$ cat config.mk
export PLATFORM = sky130hd
export DESIGN_NAME = snf_core
export DESIGN_NICKNAME = d
export VERILOG_FILES = /design/src/snf_pkg.sv /design/src/snf_core.sv
export SDC_FILE = /design/constraint.sdc
export NUM_CORES = 1
export LEC_CHECK = 0
export BUFFER_PORTS_ARGS = -buffer_cell sky130_fd_sc_hd__buf_2
export CORE_MARGIN = 1
export CORE_UTILIZATION = 60
export CTS_BUF_LIST = sky130_fd_sc_hd__clkbuf_4 sky130_fd_sc_hd__clkbuf_8 sky130_fd_sc_hd__clkbuf_16
export DETAILED_ROUTE_END_ITERATION = 10
export PLACE_DENSITY = 0.9
export SLEW_MARGIN = 20
export SYNTH_ARGS = -nofsm -noshare
export SYNTH_HDL_FRONTEND = slang
export SYNTH_SLANG_ARGS = --single-unit
$ cat constraint.sdc
create_clock -name clk -period 5.35 [get_ports clk]
set_input_delay 0.535 -clock clk [delete_from_list [all_inputs] [get_ports clk]]
set_output_delay 0.535 -clock clk [all_outputs]
set_load 0.02 [all_outputs]
$ cat src/snf_pkg.sv
package snf_pkg;
    // Opcodes.
    localparam logic [7:0] OP_WREN = 8'h06;
    localparam logic [7:0] OP_LOAD1 = 8'h02;
    localparam logic [7:0] OP_RAND1 = 8'h84;
    localparam logic [7:0] OP_LOAD2 = 8'hA2;
    localparam logic [7:0] OP_RAND2 = 8'h44;
    localparam logic [7:0] OP_LOAD4 = 8'h32;
    localparam logic [7:0] OP_RAND4 = 8'h34;
    localparam logic [7:0] OP_EXEC = 8'h10;
    localparam logic [7:0] OP_ERASE = 8'hD8;
    localparam logic [7:0] OP_GETF = 8'h0F;
    localparam logic [7:0] OP_SETF = 8'h1F;
    localparam logic [7:0] OP_RESET = 8'hFF;
    // Feature register addresses.
    localparam logic [7:0] FA_PROT = 8'hA0;
    localparam logic [7:0] FA_CONF = 8'hB0;
    localparam logic [7:0] FA_STAT = 8'hC0;
    // Geometry.
    localparam int CACHE_BYTES = 4352;
    localparam int COL_W = 13;
    localparam int ADDR_BITS = 24;
    localparam int BLK_LSB = 6;
    localparam int BLK_W = 10;
    localparam logic [7:0] FILL_BYTE = 8'hFF;
    // Block protection register fields.
    localparam int PR_WR_DIS = 7;
    localparam int PR_RNG_MSB = 6;
    localparam int PR_RNG_LSB = 3;
    localparam int PR_BOTTOM = 2;
    localparam int PR_WPD = 1;
    localparam logic [7:0] PROT_PWRUP = 8'h7C;
    localparam logic [5:0] PROT_LOCK_MASK = 6'h3F;
    // Configuration register fields and reset clear mask.
    localparam logic [7:0] CONF_PWRUP = 8'h00;
    localparam logic [7:0] CONF_CFG_CLR = 8'h3D;
    localparam int CF_DRV_LSB = 2;
    // Status bit positions.
    localparam int ST_PFAIL = 3;
    localparam int ST_EFAIL = 2;
    localparam int ST_LATCH = 1;
    localparam int ST_BUSY = 0;
    // Busy times, microseconds, and the clock rate.
    localparam int CLK_MHZ = 100;
    localparam int PROG_US = 200;
    localparam int ERASE_US = 2000;
    localparam int PROG_CYC = PROG_US * CLK_MHZ;
    localparam int ERASE_CYC = ERASE_US * CLK_MHZ;
    localparam int BUSY_W = 20;

    typedef enum logic [1:0] {SNF_W1, SNF_W2, SNF_W4} snf_width_e;

    typedef struct packed {
        logic sck;
        logic cs_n;
        logic [3:0] io;
    } snf_link_s;
endpackage

$ cat src/snf_core.sv
`timescale 1ns/1ps
module snf_core #(
    parameter int PROG_CYCLES = snf_pkg::PROG_CYC, // program busy count
    parameter int ERASE_CYCLES = snf_pkg::ERASE_CYC // erase busy count
) (
    input wire logic clk, // 100 MHz clock
    input wire logic rst_n, // async reset, power-up
    input wire snf_pkg::snf_link_s link_in, // raw pins
    input wire logic wp_n, // write-protect pin, raw
    output logic [3:0] io_out, // data out lanes
    output logic [3:0] io_oe, // data out enables
    output logic [1:0] drive_strength_select, // pad drive code
    output logic prog_strobe, // cache to array copy pulse
    output logic [snf_pkg::ADDR_BITS-1:0] prog_row, // copied row
    output logic [7:0] status_q // status mirror
);
    import snf_pkg::*;

    // ==========================================================
    // Pin synchronisers
    // ==========================================================
    logic [5:0] s1_reg, s2_reg, s1_next, s2_next;
    logic wp1_reg, wp2_reg, sck_d_reg;
    always_comb begin
        s1_next = {link_in.sck, link_in.cs_n, link_in.io};
        s2_next = s1_reg;
    end
    always_ff @(posedge clk or negedge rst_n) begin
        if (!rst_n) begin
            s1_reg <= 6'h10;
            s2_reg <= 6'h10;
            wp1_reg <= 1'b0;
            wp2_reg <= 1'b0;
            sck_d_reg <= 1'b0;
        end else begin
            s1_reg <= s1_next;
            s2_reg <= s2_next;
            wp1_reg <= wp_n;
            wp2_reg <= wp1_reg;
            sck_d_reg <= s2_reg[5];
        end
    end
    wire cs_n_s = s2_reg[4];
    wire [3:0] io_s = s2_reg[3:0];
    wire rise = s2_reg[5] & ~sck_d_reg & ~cs_n_s;
    wire fall = ~s2_reg[5] & sck_d_reg & ~cs_n_s;

    // ==========================================================
    // Frame decoder and registers
    // ==========================================================
    typedef enum logic [2:0] {S_OP, S_ADDR, S_DATA, S_FADDR, S_FDATA,
                              S_GET, S_DONE} snf_state_e;
    snf_state_e st_reg, st_next;
    logic [7:0] op_reg, op_next, sh_reg, sh_next, fa_reg, fa_next;
    logic [5:0] bit_reg, bit_next;
    logic [ADDR_BITS-1:0] adr_reg, adr_next;
    logic [COL_W-1:0] col_reg, col_next;
    logic [7:0] prot_reg, prot_next, conf_reg, conf_next;
    logic wlat_reg, wlat_next, pf_reg, pf_next, ef_reg, ef_next;
    logic busy_reg, busy_next;
    logic [BUSY_W-1:0] cnt_reg, cnt_next;
    logic [3:0] out_reg, out_next, oe_reg, oe_next;
    logic [7:0] gsh_reg, gsh_next;
    logic ps_reg, ps_next;
    logic [ADDR_BITS-1:0] prow_reg, prow_next;
    logic [12:0] fill_reg, fill_next;
    logic wr_en;
    logic [12:0] wr_idx;
    logic [7:0] wr_dat;
    logic [7:0] cache [0:CACHE_BYTES-1];

    function automatic logic [2:0] step(input snf_width_e w);
        step = (w == SNF_W4) ? 3'd4 : (w == SNF_W2) ? 3'd2 : 3'd1;
    endfunction

    function automatic snf_width_e op_width(input logic [7:0] op);
        if (op == OP_LOAD4 || op == OP_RAND4) op_width = SNF_W4;
        else if (op == OP_LOAD2 || op == OP_RAND2) op_width = SNF_W2;
        else op_width = SNF_W1;
    endfunction

    function automatic logic is_load(input logic [7:0] op);
        is_load = op == OP_LOAD1 || op == OP_RAND1 || op == OP_LOAD2 ||
                  op == OP_RAND2 || op == OP_LOAD4 || op == OP_RAND4;
    endfunction

    // Locked range: upper or lower 2^(bp-1) of 1024 blocks.
    function automatic logic locked(input logic [7:0] pr,
                                    input logic [BLK_W-1:0] blk);
        logic [3:0] rng;
        logic [BLK_W:0] n;
        rng = pr[PR_RNG_MSB:PR_RNG_LSB];
        n = 11'd1 << (rng - 4'd1);
        if (rng == 4'd0) locked = 1'b0;
        else if (rng > 4'hA) locked = 1'b1;
        else if (pr[PR_BOTTOM]) locked = {1'b0, blk} < n;
        else locked = {1'b0, blk} >= 11'd1024 - n;
    endfunction

    wire [7:0] stat = {4'h0, pf_reg, ef_reg, wlat_reg, busy_reg};
    wire [2:0] stp = step(op_width(op_reg));

    always_comb begin
        st_next = st_reg; op_next = op_reg; sh_next = sh_reg;
        fa_next = fa_reg; bit_next = bit_reg; adr_next = adr_reg;
        col_next = col_reg; prot_next = prot_reg; conf_next = conf_reg;
        wlat_next = wlat_reg; pf_next = pf_reg; ef_next = ef_reg;
        busy_next = busy_reg; cnt_next = cnt_reg; out_next = out_reg;
        oe_next = oe_reg; gsh_next = gsh_reg; ps_next = 1'b0;
        prow_next = prow_reg; fill_next = fill_reg;
        wr_en = 1'b0; wr_idx = col_reg; wr_dat = sh_reg;
        if (fill_reg != 13'd0) begin
            wr_en = 1'b1; wr_idx = fill_reg - 13'd1; wr_dat = FILL_BYTE;
            fill_next = fill_reg - 13'd1;
        end
        if (busy_reg) begin
            if (cnt_reg == '0) begin
                busy_next = 1'b0;
                wlat_next = 1'b0;
            end else cnt_next = cnt_reg - 1'b1;
        end
        if (cs_n_s) begin
            st_next = S_OP; bit_next = '0; oe_next = 4'h0;
        end else if (rise) begin
            case (st_reg)
                S_OP: begin
                    sh_next = {sh_reg[6:0], io_s[0]};
                    bit_next = bit_reg + 6'd1;
                    if (bit_reg == 6'd7) begin
                        op_next = {sh_reg[6:0], io_s[0]};
                        bit_next = '0;
                        st_next = S_DONE;
                        if (busy_reg) begin
                            if (op_next == OP_GETF) st_next = S_FADDR;
                        end else if (op_next == OP_WREN) wlat_next = 1'b1;
                        else if (op_next == OP_RESET)
                            conf_next = conf_reg & CONF_CFG_CLR;
                        else if (op_next == OP_GETF || op_next == OP_SETF)
                            st_next = S_FADDR;
                        else if (is_load(op_next) || op_next == OP_EXEC ||
                                 op_next == OP_ERASE) st_next = S_ADDR;
                    end
                end
                S_ADDR: begin
                    adr_next = {adr_reg[ADDR_BITS-2:0], io_s[0]};
                    bit_next = bit_reg + 6'd1;
                    // 16 address bits for a load
                    if (is_load(op_reg) && bit_reg == 6'd15) begin
                        col_next = adr_next[COL_W-1:0];
                        bit_next = '0; st_next = S_DATA;
                        if (op_reg == OP_LOAD1 || op_reg == OP_LOAD2 ||
                            op_reg == OP_LOAD4)
                            fill_next = 13'(CACHE_BYTES);
                    end else if (!is_load(op_reg) &&
                                 bit_reg == 6'(ADDR_BITS - 1)) begin
                        st_next = S_DONE;
                        if (wlat_reg) begin
                            busy_next = 1'b1;
                            if (op_reg == OP_EXEC) begin
                                cnt_next = BUSY_W'(PROG_CYCLES - 1);
                                pf_next = locked(prot_reg,
                                    adr_next[BLK_LSB +: BLK_W]);
                                ps_next = ~pf_next;
                                prow_next = adr_next;
                            end else begin
                                cnt_next = BUSY_W'(ERASE_CYCLES - 1);
                                ef_next = locked(prot_reg,
                                    adr_next[BLK_LSB +: BLK_W]);
                            end
                        end
                    end
                end
                S_DATA: begin
                    if (stp == 3'd4) sh_next = {sh_reg[3:0], io_s};
                    else if (stp == 3'd2) sh_next = {sh_reg[5:0], io_s[1:0]};
                    else sh_next = {sh_reg[6:0], io_s[0]};
                    bit_next = bit_reg + 6'(stp);
                    if (bit_reg + 6'(stp) == 6'd8) begin
                        bit_next = '0;
                        if (col_reg < 13'(CACHE_BYTES) && fill_reg == 0) begin
                            wr_en = 1'b1; wr_idx = col_reg; wr_dat = sh_next;
                        end
                        if (col_reg < 13'(CACHE_BYTES))
                            col_next = col_reg + 13'd1;
                    end
                end
                S_FADDR: begin
                    sh_next = {sh_reg[6:0], io_s[0]};
                    bit_next = bit_reg + 6'd1;
                    if (bit_reg == 6'd7) begin
                        fa_next = sh_next; bit_next = '0;
                        st_next = (op_reg == OP_GETF) ? S_GET : S_FDATA;
                        gsh_next = (sh_next == FA_PROT) ? prot_reg :
                                   (sh_next == FA_CONF) ? conf_reg :
                                   (sh_next == FA_STAT) ? stat : 8'h00;
                    end
                end
                S_FDATA: begin
                    sh_next = {sh_reg[6:0], io_s[0]};
                    bit_next = bit_reg + 6'd1;
                    if (bit_reg == 6'd7) begin
                        st_next = S_DONE;
                        if (fa_reg == FA_CONF) conf_next = sh_next;
                        else if (fa_reg == FA_PROT) begin
                            if (!prot_reg[PR_WPD] && prot_reg[PR_WR_DIS] &&
                                !wp2_reg)
                                prot_next = {prot_reg[7:2], sh_next[1:0]};
                            else prot_next = sh_next;
                        end
                    end
                end
                default: ;
            endcase
        end else if (fall && st_reg == S_GET) begin
            out_next = {2'b00, gsh_reg[7], 1'b0};
            oe_next = 4'h2;
            gsh_next = {gsh_reg[6:0], gsh_reg[7]};
        end
    end

    always_ff @(posedge clk or negedge rst_n) begin
        if (!rst_n) begin
            st_reg <= S_OP; op_reg <= '0; sh_reg <= '0; fa_reg <= '0;
            bit_reg <= '0; adr_reg <= '0; col_reg <= '0;
            prot_reg <= PROT_PWRUP;
            conf_reg <= CONF_PWRUP;
            wlat_reg <= 1'b0; pf_reg <= 1'b0; ef_reg <= 1'b0;
            busy_reg <= 1'b0; cnt_reg <= '0; out_reg <= '0; oe_reg <= '0;
            gsh_reg <= '0; ps_reg <= 1'b0; prow_reg <= '0; fill_reg <= '0;
        end else begin
            st_reg <= st_next; op_reg <= op_next; sh_reg <= sh_next;
            fa_reg <= fa_next; bit_reg <= bit_next; adr_reg <= adr_next;
            col_reg <= col_next; prot_reg <= prot_next;
            conf_reg <= conf_next; wlat_reg <= wlat_next; pf_reg <= pf_next;
            ef_reg <= ef_next; busy_reg <= busy_next; cnt_reg <= cnt_next;
            out_reg <= out_next; oe_reg <= oe_next; gsh_reg <= gsh_next;
            ps_reg <= ps_next; prow_reg <= prow_next; fill_reg <= fill_next;
        end
    end

    // Cache memory has no reset; content is defined by the first plain load, whose fill writes FILL_BYTE to every byte.
    always_ff @(posedge clk) begin
        if (wr_en) cache[wr_idx] <= wr_dat;
    end

    logic [7:0] stq_reg;
    logic [1:0] ds_reg;
    always_ff @(posedge clk or negedge rst_n) begin
        if (!rst_n) begin
            stq_reg <= '0;
            ds_reg <= '0;
        end else begin
            stq_reg <= stat;
            ds_reg <= conf_reg[CF_DRV_LSB +: 2];
        end
    end
    assign io_out = out_reg;
    assign io_oe = oe_reg;
    assign drive_strength_select = ds_reg;
    assign prog_strobe = ps_reg;
    assign prog_row = prow_reg;
    assign status_q = stq_reg;
endmodule

==> results of run 1 <==
==> where the power goes <==
part	internal [mW]	total [mW]	switching, mW
Combinational	0.0645	0.174	0.110
Sequential	1.17	1.27	0.101
Clock	0.777	1.27	0.489
==> Yosys cell counts (6+ instances only) <==
cell type and n:
a21o_1 8, a21oi_1 29, a221oi_1 6, buf_4 11
clkbuf_1 25, dfrtp_1 144, dfstp_2 7, ha_1 26
inv_1 20, mux2_2 35, mux2_4 18, nand2_1 144
nand2b_1 9, nand3_1 22, nor2_1 39, nor2b_1 8
nor3_1 14, nor4_1 9, o21ai_0 53, or3_1 6
xnor2_1 18
==> routing by layer <==
layer | track usage (%) | up-vias
met5 | 0 | -
met4 | 15.0 | 0
met3 | 5.60 | 61
met2 | 44.9 | 284
met1 | 35.9 | 2902
li1 | - | 2776
==> cells by family after synthesis <==
group / share of synthesized area, %
and+or+nand+nor: 19.4
DFF: 48.2
AOI/OAI and AO/OA: 12.4
buffers and inverters: 4.32
muxes: 8.73
adders and majority gates: 4.39
xor gates and xnor gates: 2.56
other: 0.0477
==> layout by cell type (no fill, tap or decap), types with 4 or more instances in the layout <==
cell type   instances
a21o_1              8
a21oi_1            29
a221o_1             4
a221oi_1            6
a22o_1              4
a22oi_1             5
a31oi_1             4
buf_2              40
clkbuf_16          17
clkinvlp_4          5
conb_1             10
dfrtp_1           144
dfstp_2             7
ha_1               26
inv_1              20
mux2_2             35
mux2_4             18
nand2_1           144
nand2b_1            9
nand3_1            22
nor2_1             39
nor2b_1             8
nor3_1             14
nor3b_1             4
nor4_1              9
o21ai_0            53
or2_2               5
or3_1               6
xnor2_1            18
xor2_1              5
==> worst max-delay path, delay by kind of cell, from the launching register on <==
kind / cells / cell delay [ps]
adder cells (fa/ha/maj): 2 / 550
flip-flops: 1 / 630
AO/OA/AOI/OAI: 8 / 1190
buffers and inverters: 1 / 50
AND/OR/NAND/NOR: 4 / 910
multiplexers: 1 / 280
==> how the worst max path moves through the flow <==
stage,slack [ps],endpoint,startpoint,cells past startpoint
floorplan,1910,ef_reg$_DFFE_PN0P_,prot_reg[3]$_DFFE_PN1P_,17
global placement,1870,ef_reg$_DFFE_PN0P_,prot_reg[3]$_DFFE_PN1P_,16
finish,1630,pf_reg$_DFFE_PN0P_,prot_reg[3]$_DFFE_PN1P_,16
global route,1450,bit_reg[3]$_DFFE_PN0P_,op_reg[0]$_DFFE_PN0P_,12
detailed placement,1750,bit_reg[3]$_DFFE_PN0P_,op_reg[0]$_DFFE_PN0P_,10
CTS,1700,pf_reg$_DFFE_PN0P_,prot_reg[3]$_DFFE_PN1P_,16
==> final cells by class <==
| cell class | count | area share, % |
|---|---|---|
| Sequential cell | 151 | 43.5 |
| Multi-Input combinational cell | 562 | 43.3 |
| Clock buffer | 20 | 5.36 |
| Timing Repair Buffer | 44 | 2.68 |
| Tap cell | 172 | 2.47 |
| Clock inverter | 12 | 1.90 |
| Inverter | 20 | 0.861 |
==> Flow_metrics.wiki, run 1 <==
{| class="wikitable"
! Metric !! Value
|-
| Count of endpoints failing hold in the final timing report || 0
|-
| Worst-case reg-to-reg path depth || 16
|-
| Met3 wire length || 1.08 mm
|-
| Die X || between 100 and 150 um
|-
| Clock latency reported for the late side of the worst-skew pair || ~430 ps
|-
| Global-route usage over all layers || around 28%
|-
| Maximum fanout along the worst path || 12
|-
| Setup slack of the worst register-to-register path || between 1500 and 2000 ps
|-
| Final Slew Violations || 0
|-
| Detailed-route wire length || around 18 mm
|-
| Number of search-and-repair iterations in the first detailed-routing pass || 5
|-
| Unrepaired setup endpoints after global routing || false
|-
| Path category of the worst min-delay check || in2async
|-
| Met1 Wirelength || ~7.4 mm
|-
| Number of synthesized flops with an enable pin || 0
|-
| Multi-input combinational cell area || 3770 um2
|-
| FP Rows || 41
|-
| Main flop type after synthesis || dfrtp_1
|-
| Placed Cells incl. Taps || approximately 950
|-
| Post-detailed-route count of antenna-violating nets || 0
|-
| Pin count of the biggest net entering global routing || between 100 and 150
|-
| Global-route wire length before repair || around 29 mm
|-
| Worst path max stage delay || 630 ps
|-
| Dpl ws || 1750 ps
|-
| Synthesis-to-layout area growth || 10.9%
|-
| Number of distinct library cells after synthesis || 79
|-
| Portion of synthesized cell area occupied by the leading cell type || a little under half
|-
| Post-CTS Repair Setup Buffers || 0
|-
| Top-level I/O count || between 50 and 60
|-
| Final critical path time including I/O delays and setup || ~3700 ps
|-
| TritonCTS buffer count || 17
|-
| H-tree levels || 4
|-
| Number of global-route vias before repair || between 5000 and 6000
|-
| Buffer cell driving the clock tree root || clkbuf_16
|-
| Die Footprint || 13600 um2
|-
| Remaining routing DRC violations || 0
|-
| Placement Cell Area || roughly 8100 um2
|-
| DR iter-0 viols || approximately 700
|-
| Post-CTS Hold Buffers || 0
|-
| Post-cts gate resize count || 0
|-
| Clock edge transition at the registers on the reported setup and hold paths || around 60 ps
|-
| Slowest-stage cell, CP || dfstp_2
|-
| Initial antenna violation count || 0
|-
| Worst path arrival time || about 4000 ps
|-
| Final nets || between 800 and 900
|-
| Non-Filler Cell Area, Final || ~8700 um2
|-
| Post-Synthesis Cell Area || roughly 7900 um2
|-
| Core Util, Final || around 70%
|-
| Sequential cell area fraction in the yosys report || 48.2%
|-
| Synthesized instance count || 769
|-
| Aggregate negative setup slack || 0 ps
|-
| RePlAce Congestion || 0.903
|-
| Via/cell ratio || 6.14
|-
| Status || finished clean
|-
| Largest register FFs || 24
|-
| N_diodes || 0
|-
| Clock tree sinks || approximately 150
|-
| Hold slack || 190 ps
|-
| Starting density of the core || 62.0%
|-
| Highest clock rate || 0.269 GHz
|-
| DR WL/cell || roughly 18 um
|-
| Max rail drop VDD || roughly 0.00027 V
|-
| Clk_skew || approximately 9.4 ps
|-
| CTS tree || built
|-
| Share of layout cells above drive strength 1 || about a fifth
|-
| Critical R2R Launch || prot_reg[3]$_DFFE_PN1P_
|-
| Fraction of the cycle the final worst path needs || 69.6%
|-
| Worst setup slack after layout || 1630 ps
|-
| Syn avg cell area || 10.2 um2
|-
| Storage cell area || between 3000 and 4000 um2
|-
| Endpoint required time on the critical path || 5670 ps
|-
| Top post-synthesis cells by area || dfrtp_1 (46%), nand2_1 (6.9%), mux2_2 (5.0%)
|-
| Met2 WL post-DR || between 8 and 9 mm
|-
| Max_slew headroom || roughly a third
|-
| Area of the placeable core || roughly 13000 um2
|-
| Actual transition at the worst max-transition pin || around 1000 ps
|-
| GR Overflow Total || 0
|-
| Crit Path Category || reg2reg
|-
| Post-detail-place hpwl || around 11 mm
|-
| Cells along the critical path || nor2b_1, and2_1, inv_1, ha_1, nor2b_1, nor3b_1, a21oi_1, o21ai_0, ha_1, a21o_1, a21o_1, a21oi_1, o221ai_1, o2bb2ai_1, o311a_1, mux2_4
|-
| Startpoint type of the worst setup path || flip-flop
|-
| Clock tree buffer depth || 2
|-
| Die Y-Extent || 116 um
|-
| Overall Power || between 2 and 3 mW
|-
| Async set or reset register ratio after synthesis || between 90% and 100%
|-
| Critical Path End Type || flip-flop
|-
| Largest area contributor in the netlist || dfrtp_1
|-
| Warnings from Yosys || 0
|-
| Total power divided by cell area || between 300 and 400 nW/um2
|-
| Routed via count || roughly 6000
|-
| Yosys reg bits || roughly 150
|-
| Pleak || 4.16 nW
|-
| Number of maximum-capacitance violations || 0
|-
| Buffers on Ports || 41
|-
| Number of standard cells in the final layout excluding fillers || ~980
|-
| Capture instance of the worst register-to-register path || pf_reg$_DFFE_PN0P_
|-
| Total of endpoints with negative setup slack in the final report || 0
|-
| Fill cells || ~890
|-
| Max Used Layer || met4
|}
No activity file was read; power rests on OpenSTA's default activity.
==> run 2: changes to the inputs <==
Settings changed: CORE_UTILIZATION 60 to 55, PLACE_DENSITY 0.9 to 0.87.
Clock period 5.35 ns to 3.35 ns, I/O delays scaled along.
==> run 2 against run 1 <==
Net effect: cell area rose by 2.1%; combinational power rose by 84%; clock power rose by 50%; highest routed layer unchanged; via count rose by 1.0%; wire length rose by 4.1%; largest cell class is now multi-input gates.
==> Flow_metrics.wiki, run 2 (synthesized netlist as in run 1, its figures left out) <==
{| class="wikitable"
! Metric !! Value
|-
| Status || finished clean
|-
| FP Rows || 43 (+4.9%)
|-
| Fraction of the cycle the final worst path needs || 94.4% (+25 points)
|-
| N_diodes || 0 (unchanged)
|-
| Worst path max stage delay || 560 ps (-70 ps)
|-
| Non-Filler Cell Area, Final || 8900 um2 (+2.1%)
|-
| Pin count of the biggest net entering global routing || 96 (-8.6%)
|-
| Dpl ws || 153 ps (-1590 ps)
|-
| Initial antenna violation count || 0 (unchanged)
|-
| TritonCTS buffer count || 17 (unchanged)
|-
| Global-route wire length before repair || 29.9 mm (+3.6%)
|-
| Routed via count || 6086 (+1.0%)
|-
| Fill cells || 1039 (+16%)
|-
| Worst-case reg-to-reg path depth || 15 (-1)
|-
| Worst path arrival time || 3480 ps (-560 ps)
|-
| Final nets || 853 (+2.5%)
|-
| Share of layout cells above drive strength 1 || 21.4% (+2.2 points)
|-
| Maximum fanout along the worst path || 4 (-8)
|-
| Aggregate negative setup slack || 0 ps (unchanged)
|-
| Met2 WL post-DR || 9.08 mm (+7.0%)
|-
| Detailed-route wire length || 18.3 mm (+4.1%)
|-
| Multi-input combinational cell area || 3800 um2 (+0.70%)
|-
| Unrepaired setup endpoints after global routing || true
|-
| Actual transition at the worst max-transition pin || 863 ps (-157 ps)
|-
| Clk_skew || 10.6 ps (+1.13 ps)
|-
| Die Y-Extent || 122 um (+4.4%)
|-
| Top-level I/O count || 52 (unchanged)
|-
| Buffers on Ports || 41 (unchanged)
|-
| Via/cell ratio || 6.03 (-1.9%)
|-
| Remaining routing DRC violations || 0 (unchanged)
|-
| GR Overflow Total || 0 (unchanged)
|-
| Highest clock rate || 0.316 GHz (+18%)
|-
| Number of global-route vias before repair || 6052 (+3.1%)
|-
| Total power divided by cell area || 476 nW/um2 (+53%)
|-
| Post-detail-place hpwl || 11.9 mm (+5.9%)
|-
| Buffer cell driving the clock tree root || clkbuf_16
|-
| Path category of the worst min-delay check || in2async
|-
| Placement Cell Area || 8220 um2 (+1.7%)
|-
| RePlAce Congestion || 0.931 (+3.1%)
|-
| Starting density of the core || 56.4% (-5.6 points)
|-
| Max rail drop VDD || 0.000366 V (+36%)
|-
| Placed Cells incl. Taps || 971 (+2.3%)
|-
| CTS tree || built
|-
| Synthesis-to-layout area growth || 13.2%
|-
| Clock latency reported for the late side of the worst-skew pair || 440 ps (about the same)
|-
| DR iter-0 viols || 589 (-15%)
|-
| Number of search-and-repair iterations in the first detailed-routing pass || 6 (+1)
|-
| Hold slack || 5.03 ps (-185 ps)
|-
| Setup slack of the worst register-to-register path || 190 ps (-1440 ps)
|-
| Crit Path Category || reg2reg
|-
| Endpoint required time on the critical path || 3670 ps (-2000 ps)
|-
| Count of endpoints failing hold in the final timing report || 0 (unchanged)
|-
| Met1 Wirelength || 7.62 mm (+2.7%)
|-
| H-tree levels || 4 (unchanged)
|-
| Final critical path time including I/O delays and setup || 3160 ps (-559 ps)
|-
| Number of standard cells in the final layout excluding fillers || 1010 (+3.0%)
|-
| Critical Path End Type || flip-flop
|-
| Clock tree buffer depth || 2 (unchanged)
|-
| Die Footprint || 14800 um2 (+8.9%)
|-
| Largest register FFs || 24 (unchanged)
|-
| Clock edge transition at the registers on the reported setup and hold paths || 70 ps (about the same)
|-
| Total of endpoints with negative setup slack in the final report || 0 (unchanged)
|-
| Clock tree sinks || 151 (unchanged)
|-
| Post-detailed-route count of antenna-violating nets || 0 (unchanged)
|-
| Storage cell area || 3790 um2 (unchanged)
|-
| Worst setup slack after layout || 188 ps (-1440 ps)
|-
| Max_slew headroom || 41.7% (+9.9 points)
|-
| Slowest-stage cell, CP || dfstp_2
|-
| Met3 wire length || 1.03 mm (-5.0%)
|-
| Area of the placeable core || 13900 um2 (+10%)
|-
| Startpoint type of the worst setup path || flip-flop
|-
| Commonest cells after routing, fill and taps aside || nand2_1 (144), dfrtp_1 (144), o21ai_0 (52)
|-
| DR WL/cell || 18.1 um (+1.1%)
|-
| Final Slew Violations || 0 (unchanged)
|-
| Max Used Layer || met4
|-
| Pleak || 4.27 nW (+2.5%)
|-
| Number of maximum-capacitance violations || 0 (unchanged)
|-
| Global-route usage over all layers || 26.2% (-1.8 points)
|-
| Cells along the critical path || nor2b_2, nand2_1, ha_1, nor2b_2, nor3b_2, a21oi_1, o21ai_1, ha_1, a21o_1, a21o_1, a21oi_2, o221ai_1, o2bb2ai_1, o311a_1, mux2_2
|-
| Die X || 122 um (+4.4%)
|}
run 2: changes by cell type in the layout (fill, tap and decap cells not counted), moves of 3 or more:
| cell | previous run | this run |
|---|---|---|
| dlygate4sd3_1 | 0 | 6 |
| nor2b_2 | 0 | 3 |
| buf_4 | 3 | 16 |
| clkbuf_8 | 3 | 0 |
| inv_6 | 2 | 6 |
| nor2b_1 | 8 | 5 |
run 2: worst max-delay path, delay by kind of cell, from the launching register on:
kind | cells | cell delay, ps
AO/OA/AOI/OAI | 8 | 1110
AND/OR/NAND/NOR | 4 | 580
flip-flops | 1 | 560
adder cells (fa/ha/maj) | 2 | 490
multiplexers | 1 | 290
run 2: final timing paths:
check / startpoint / endpoint
min in group clk: wp_n / wp1_reg$_DFF_PN0_
min reg2reg: s1_reg[1]$_DFF_PN0_ / s2_reg[1]$_DFF_PN0_
min: rst_n / status_q[3]$_DFF_PN0_
max: prot_reg[4]$_DFFE_PN1P_ / ef_reg$_DFFE_PN0P_
max reg2reg: prot_reg[4]$_DFFE_PN1P_ / ef_reg$_DFFE_PN0P_
max in group asynchronous: rst_n / prot_reg[2]$_DFFE_PN1P_
run 2: per-stage QoR:
stage | utilization, % | total power, mW
2_1_floorplan | - | 2.21
3_3_place_gp | 59.0 | 2.32
3_5_place_dp | 59.0 | 2.34
4_1_cts | 63.6 | 4.23
5_1_grt | 63.9 | 4.37
6_report | 63.9 | 4.23
run 2: per-layer routing:
layer	up-vias	track usage, %
li1	2802	-
met1	2986	33.1
met2	241	42.6
met3	57	5.50
met4	0	13.1
met5	-	0
run 2: power by group:
group	total [mW]	switching [mW]	internal (mW)	leakage, nW
Combinational	0.320	0.203	0.117	1.95
Sequential	2.01	0.140	1.87	2.04
Clock	1.90	0.852	1.05	0.278
Total	4.23	1.19	3.04	4.27
run 2: area by class of cell:
cell class | count | share of cell area [%]
Clock buffer | 17 | 4.78
Tap cell | 180 | 2.53
Clock inverter | 15 | 1.76
Timing Repair Buffer | 65 | 4.85
Sequential cell | 151 | 42.6
Multi-Input combinational cell | 562 | 42.7
Inverter | 20 | 0.844
run 2: timing repair:
action / 4_1_cts / 5_1_grt
endpoints found under the hold margin: 6 / 0
hold buffers: 6 / 0
gates resized for setup: 0 / 8
setup endpoints to repair: 0 / 4
setup buffers: 0 / 1
==> run 3: changes to the inputs <==
--- a/config.mk
+++ b/config.mk
@@ -8,10 +8,11 @@
 export BUFFER_PORTS_ARGS = -buffer_cell sky130_fd_sc_hd__buf_2
 export CORE_MARGIN = 1
-export CORE_UTILIZATION = 55
+export CORE_UTILIZATION = 40
 export CTS_BUF_LIST = sky130_fd_sc_hd__clkbuf_4 sky130_fd_sc_hd__clkbuf_8 sky130_fd_sc_hd__clkbuf_16
 export DETAILED_ROUTE_END_ITERATION = 10
-export PLACE_DENSITY = 0.87
+export PLACE_DENSITY = 0.7
 export SLEW_MARGIN = 20
 export SYNTH_ARGS = -nofsm -noshare
 export SYNTH_HDL_FRONTEND = slang
 export SYNTH_SLANG_ARGS = --single-unit
+export TNS_END_PERCENT = 1
==> constraint.sdc (replaced) <==
create_clock -name clk -period 3.35 [get_ports clk]
set_input_delay 0.67 -clock clk [delete_from_list [all_inputs] [get_ports clk]]
set_output_delay 0.67 -clock clk [all_outputs]
set_load 0.02 [all_outputs]
==> run 3 against run 2 <==
Net effect: sequential share of layout area fell by 0.43 points; register-to-register slack barely moved; non-clock buffer count fell by 2; cell count rose by 7.7%; critical path depth did not move; global-route usage fell by 8.2 points; die area rose by 37%; largest power group unchanged; cell area rose by 1.0%; via count fell by 4.8%.
==> Flow_metrics.wiki, run 3 (synthesized netlist as in run 1, its figures left out) <==
{| class="wikitable"
! Metric !! Value
|-
| Status || finished clean
|-
| Starting density of the core || 41.5% (-15 points)
|-
| Synthesis-to-layout area growth || 14.4%
|-
| Fraction of the cycle the final worst path needs || 94.5% (+0.11 points)
|-
| Detailed-route wire length || 16.9 mm (-7.3%)
|-
| Highest clock rate || 0.316 GHz (-0.12%)
|-
| Pleak || 4.28 nW (+0.40%)
|-
| Post-detailed-route count of antenna-violating nets || 0 (unchanged)
|-
| Max Used Layer || met4
|-
| Met2 WL post-DR || 7.95 mm (-12%)
|-
| DR iter-0 viols || 444 (-25%)
|-
| RePlAce Congestion || 0.886 (-4.8%)
|-
| Aggregate negative setup slack || 0 ps (unchanged)
|-
| Total of endpoints with negative setup slack in the final report || 0 (unchanged)
|-
| Overall Power || 4.29 mW (+1.3%)
|-
| Post-detail-place hpwl || 11.8 mm (-0.52%)
|-
| Buffers on Ports || 41 (unchanged)
|-
| Die Footprint || 20200 um2 (+37%)
|-
| Max_slew headroom || 47.6% (+6.0 points)
|-
| Total power divided by cell area || 477 nW/um2 (+0.30%)
|-
| Startpoint type of the worst setup path || flip-flop
|-
| Clock latency reported for the late side of the worst-skew pair || 430 ps (about the same)
|-
| Max rail drop VDD || 0.000325 V (-11%)
|-
| FP Rows || 50 (+16%)
|-
| Worst-case reg-to-reg path depth || 15 (unchanged)
|-
| Die X || 142 um (+17%)
|-
| Initial antenna violation count || 0 (unchanged)
|-
| H-tree levels || 4 (unchanged)
|-
| Actual transition at the worst max-transition pin || 780 ps (-83.1 ps)
|-
| Multi-input combinational cell area || 3790 um2 (-0.16%)
|-
| Clock tree sinks || 151 (unchanged)
|-
| Number of global-route vias before repair || 5619 (-7.2%)
|-
| Clock edge transition at the registers on the reported setup and hold paths || 70 ps (about the same)
|-
| Clock tree buffer depth || 2 (unchanged)
|-
| Clk_skew || 14.7 ps (+4.17 ps)
|-
| Final Slew Violations || 0 (unchanged)
|-
| Largest register FFs || 24 (unchanged)
|-
| Fill cells || 1732 (+67%)
|-
| Met3 wire length || 673 um (-35%)
|-
| Global-route wire length before repair || 28.6 mm (-4.2%)
|-
| Via/cell ratio || 5.32 (-12%)
|-
| Number of search-and-repair iterations in the first detailed-routing pass || 5 (-1)
|-
| Endpoint required time on the critical path || 3660 ps (about the same)
|-
| Top-level I/O count || 52 (unchanged)
|-
| Post-CTS Repair Setup Buffers || 0 (unchanged)
|-
| Routed via count || 5793 (-4.8%)
|-
| TritonCTS buffer count || 17 (unchanged)
|-
| CTS tree || built
|-
| Pin count of the biggest net entering global routing || 82 (-15%)
|-
| DR WL/cell || 15.6 um (-14%)
|-
| Worst path arrival time || 3480 ps (about the same)
|-
| Share of layout cells above drive strength 1 || 21.7% (+0.29 points)
|-
| Remaining routing DRC violations || 0 (unchanged)
|-
| Setup slack of the worst register-to-register path || 180 ps (about the same)
|-
| Critical Path End Type || flip-flop
|-
| Commonest cells after routing, fill and taps aside || nand2_1 (144), dfrtp_1 (144), o21ai_0 (53)
|-
| Maximum fanout along the worst path || 3 (-1)
|-
| Post-cts gate resize count || 0 (unchanged)
|-
| Area of the placeable core || 19000 um2 (+36%)
|-
| Number of maximum-capacitance violations || 0 (unchanged)
|-
| GR Overflow Total || 0 (unchanged)
|-
| Die Y-Extent || 142 um (+17%)
|-
| Path category of the worst min-delay check || in2async
|-
| Critical R2R Launch || prot_reg[4]$_DFFE_PN1P_
|-
| Crit Path Category || reg2reg
|-
| Buffer cell driving the clock tree root || clkbuf_16
|-
| Global-route usage over all layers || 18.0% (-8.2 points)
|-
| Storage cell area || 3790 um2 (unchanged)
|-
| Capture instance of the worst register-to-register path || ef_reg$_DFFE_PN0P_
|-
| Post-CTS Hold Buffers || 0 (-6)
|-
| Count of endpoints failing hold in the final timing report || 0 (unchanged)
|-
| Final critical path time including I/O delays and setup || 3170 ps (+3.79 ps)
|-
| N_diodes || 0 (unchanged)
|-
| Placement Cell Area || 8350 um2 (+1.7%)
|-
| Met1 Wirelength || 8.07 mm (+6.0%)
|-
| Final nets || 851 (-0.23%)
|-
| Non-Filler Cell Area, Final || 8990 um2 (+1.0%)
|}
[run 3: layout make-up]
type / count / share of cell area, %
Clock buffer: 17 / 4.73
Clock inverter: 15 / 2.03
Inverter: 20 / 0.835
Multi-Input combinational cell: 562 / 42.2
Sequential cell: 151 / 42.1
Tap cell: 260 / 3.62
Timing Repair Buffer: 63 / 4.47
[run 3: power by group]
| group | switching (mW) | internal [mW] |
|---|---|---|
| Clock | 0.831 | 1.13 |
| Combinational | 0.211 | 0.121 |
| Sequential | 0.125 | 1.87 |
| Total | 1.17 | 3.12 |
[run 3: how the worst max path moves through the flow]
stage	cells after the start	start	slack, ps	to
floorplan	17	prot_reg[3]$_DFFE_PN1P_	10	ef_reg$_DFFE_PN0P_
global placement	16	prot_reg[3]$_DFFE_PN1P_	220	ef_reg$_DFFE_PN0P_
detailed placement	16	prot_reg[3]$_DFFE_PN1P_	170	ef_reg$_DFFE_PN0P_
CTS	16	prot_reg[3]$_DFFE_PN1P_	150	ef_reg$_DFFE_PN0P_
global route	15	prot_reg[4]$_DFFE_PN1P_	-20	pf_reg$_DFFE_PN0P_
finish	15	prot_reg[4]$_DFFE_PN1P_	180	ef_reg$_DFFE_PN0P_
[run 3: metrics by stage]
stage	cells	hold slack, ps	worst slack [ps]	utilization, %
final	1088	298	184	47.4
after global routing	1088	326	-24.8	47.4
after floorplan	778	331	12.7	-
after detailed placement	1056	336	173	44.1
after CTS	1088	319	150	47.3
after global placement	1056	334	223	44.1
[run 3: per-layer routing]
metal  up-vias  GRT usage (%)
met5         -              0
met4         0           6.51
met1      2822           24.6
met2       151           28.3
li1       2798              -
met3        22           3.53
[run 3: critical path, stage by stage, from the launching register on]
cell and delay, ps:
dfstp_2 540, nor2b_1 180, nand2_1 100, ha_1 250, nor2b_2 150, nor3b_2 170
a21oi_1 60, o21ai_0 150, ha_1 260, a21o_1 180, a21o_1 160, a21oi_1 130
o221ai_1 140, o2bb2ai_1 150, o311a_1 160, mux2_2 270
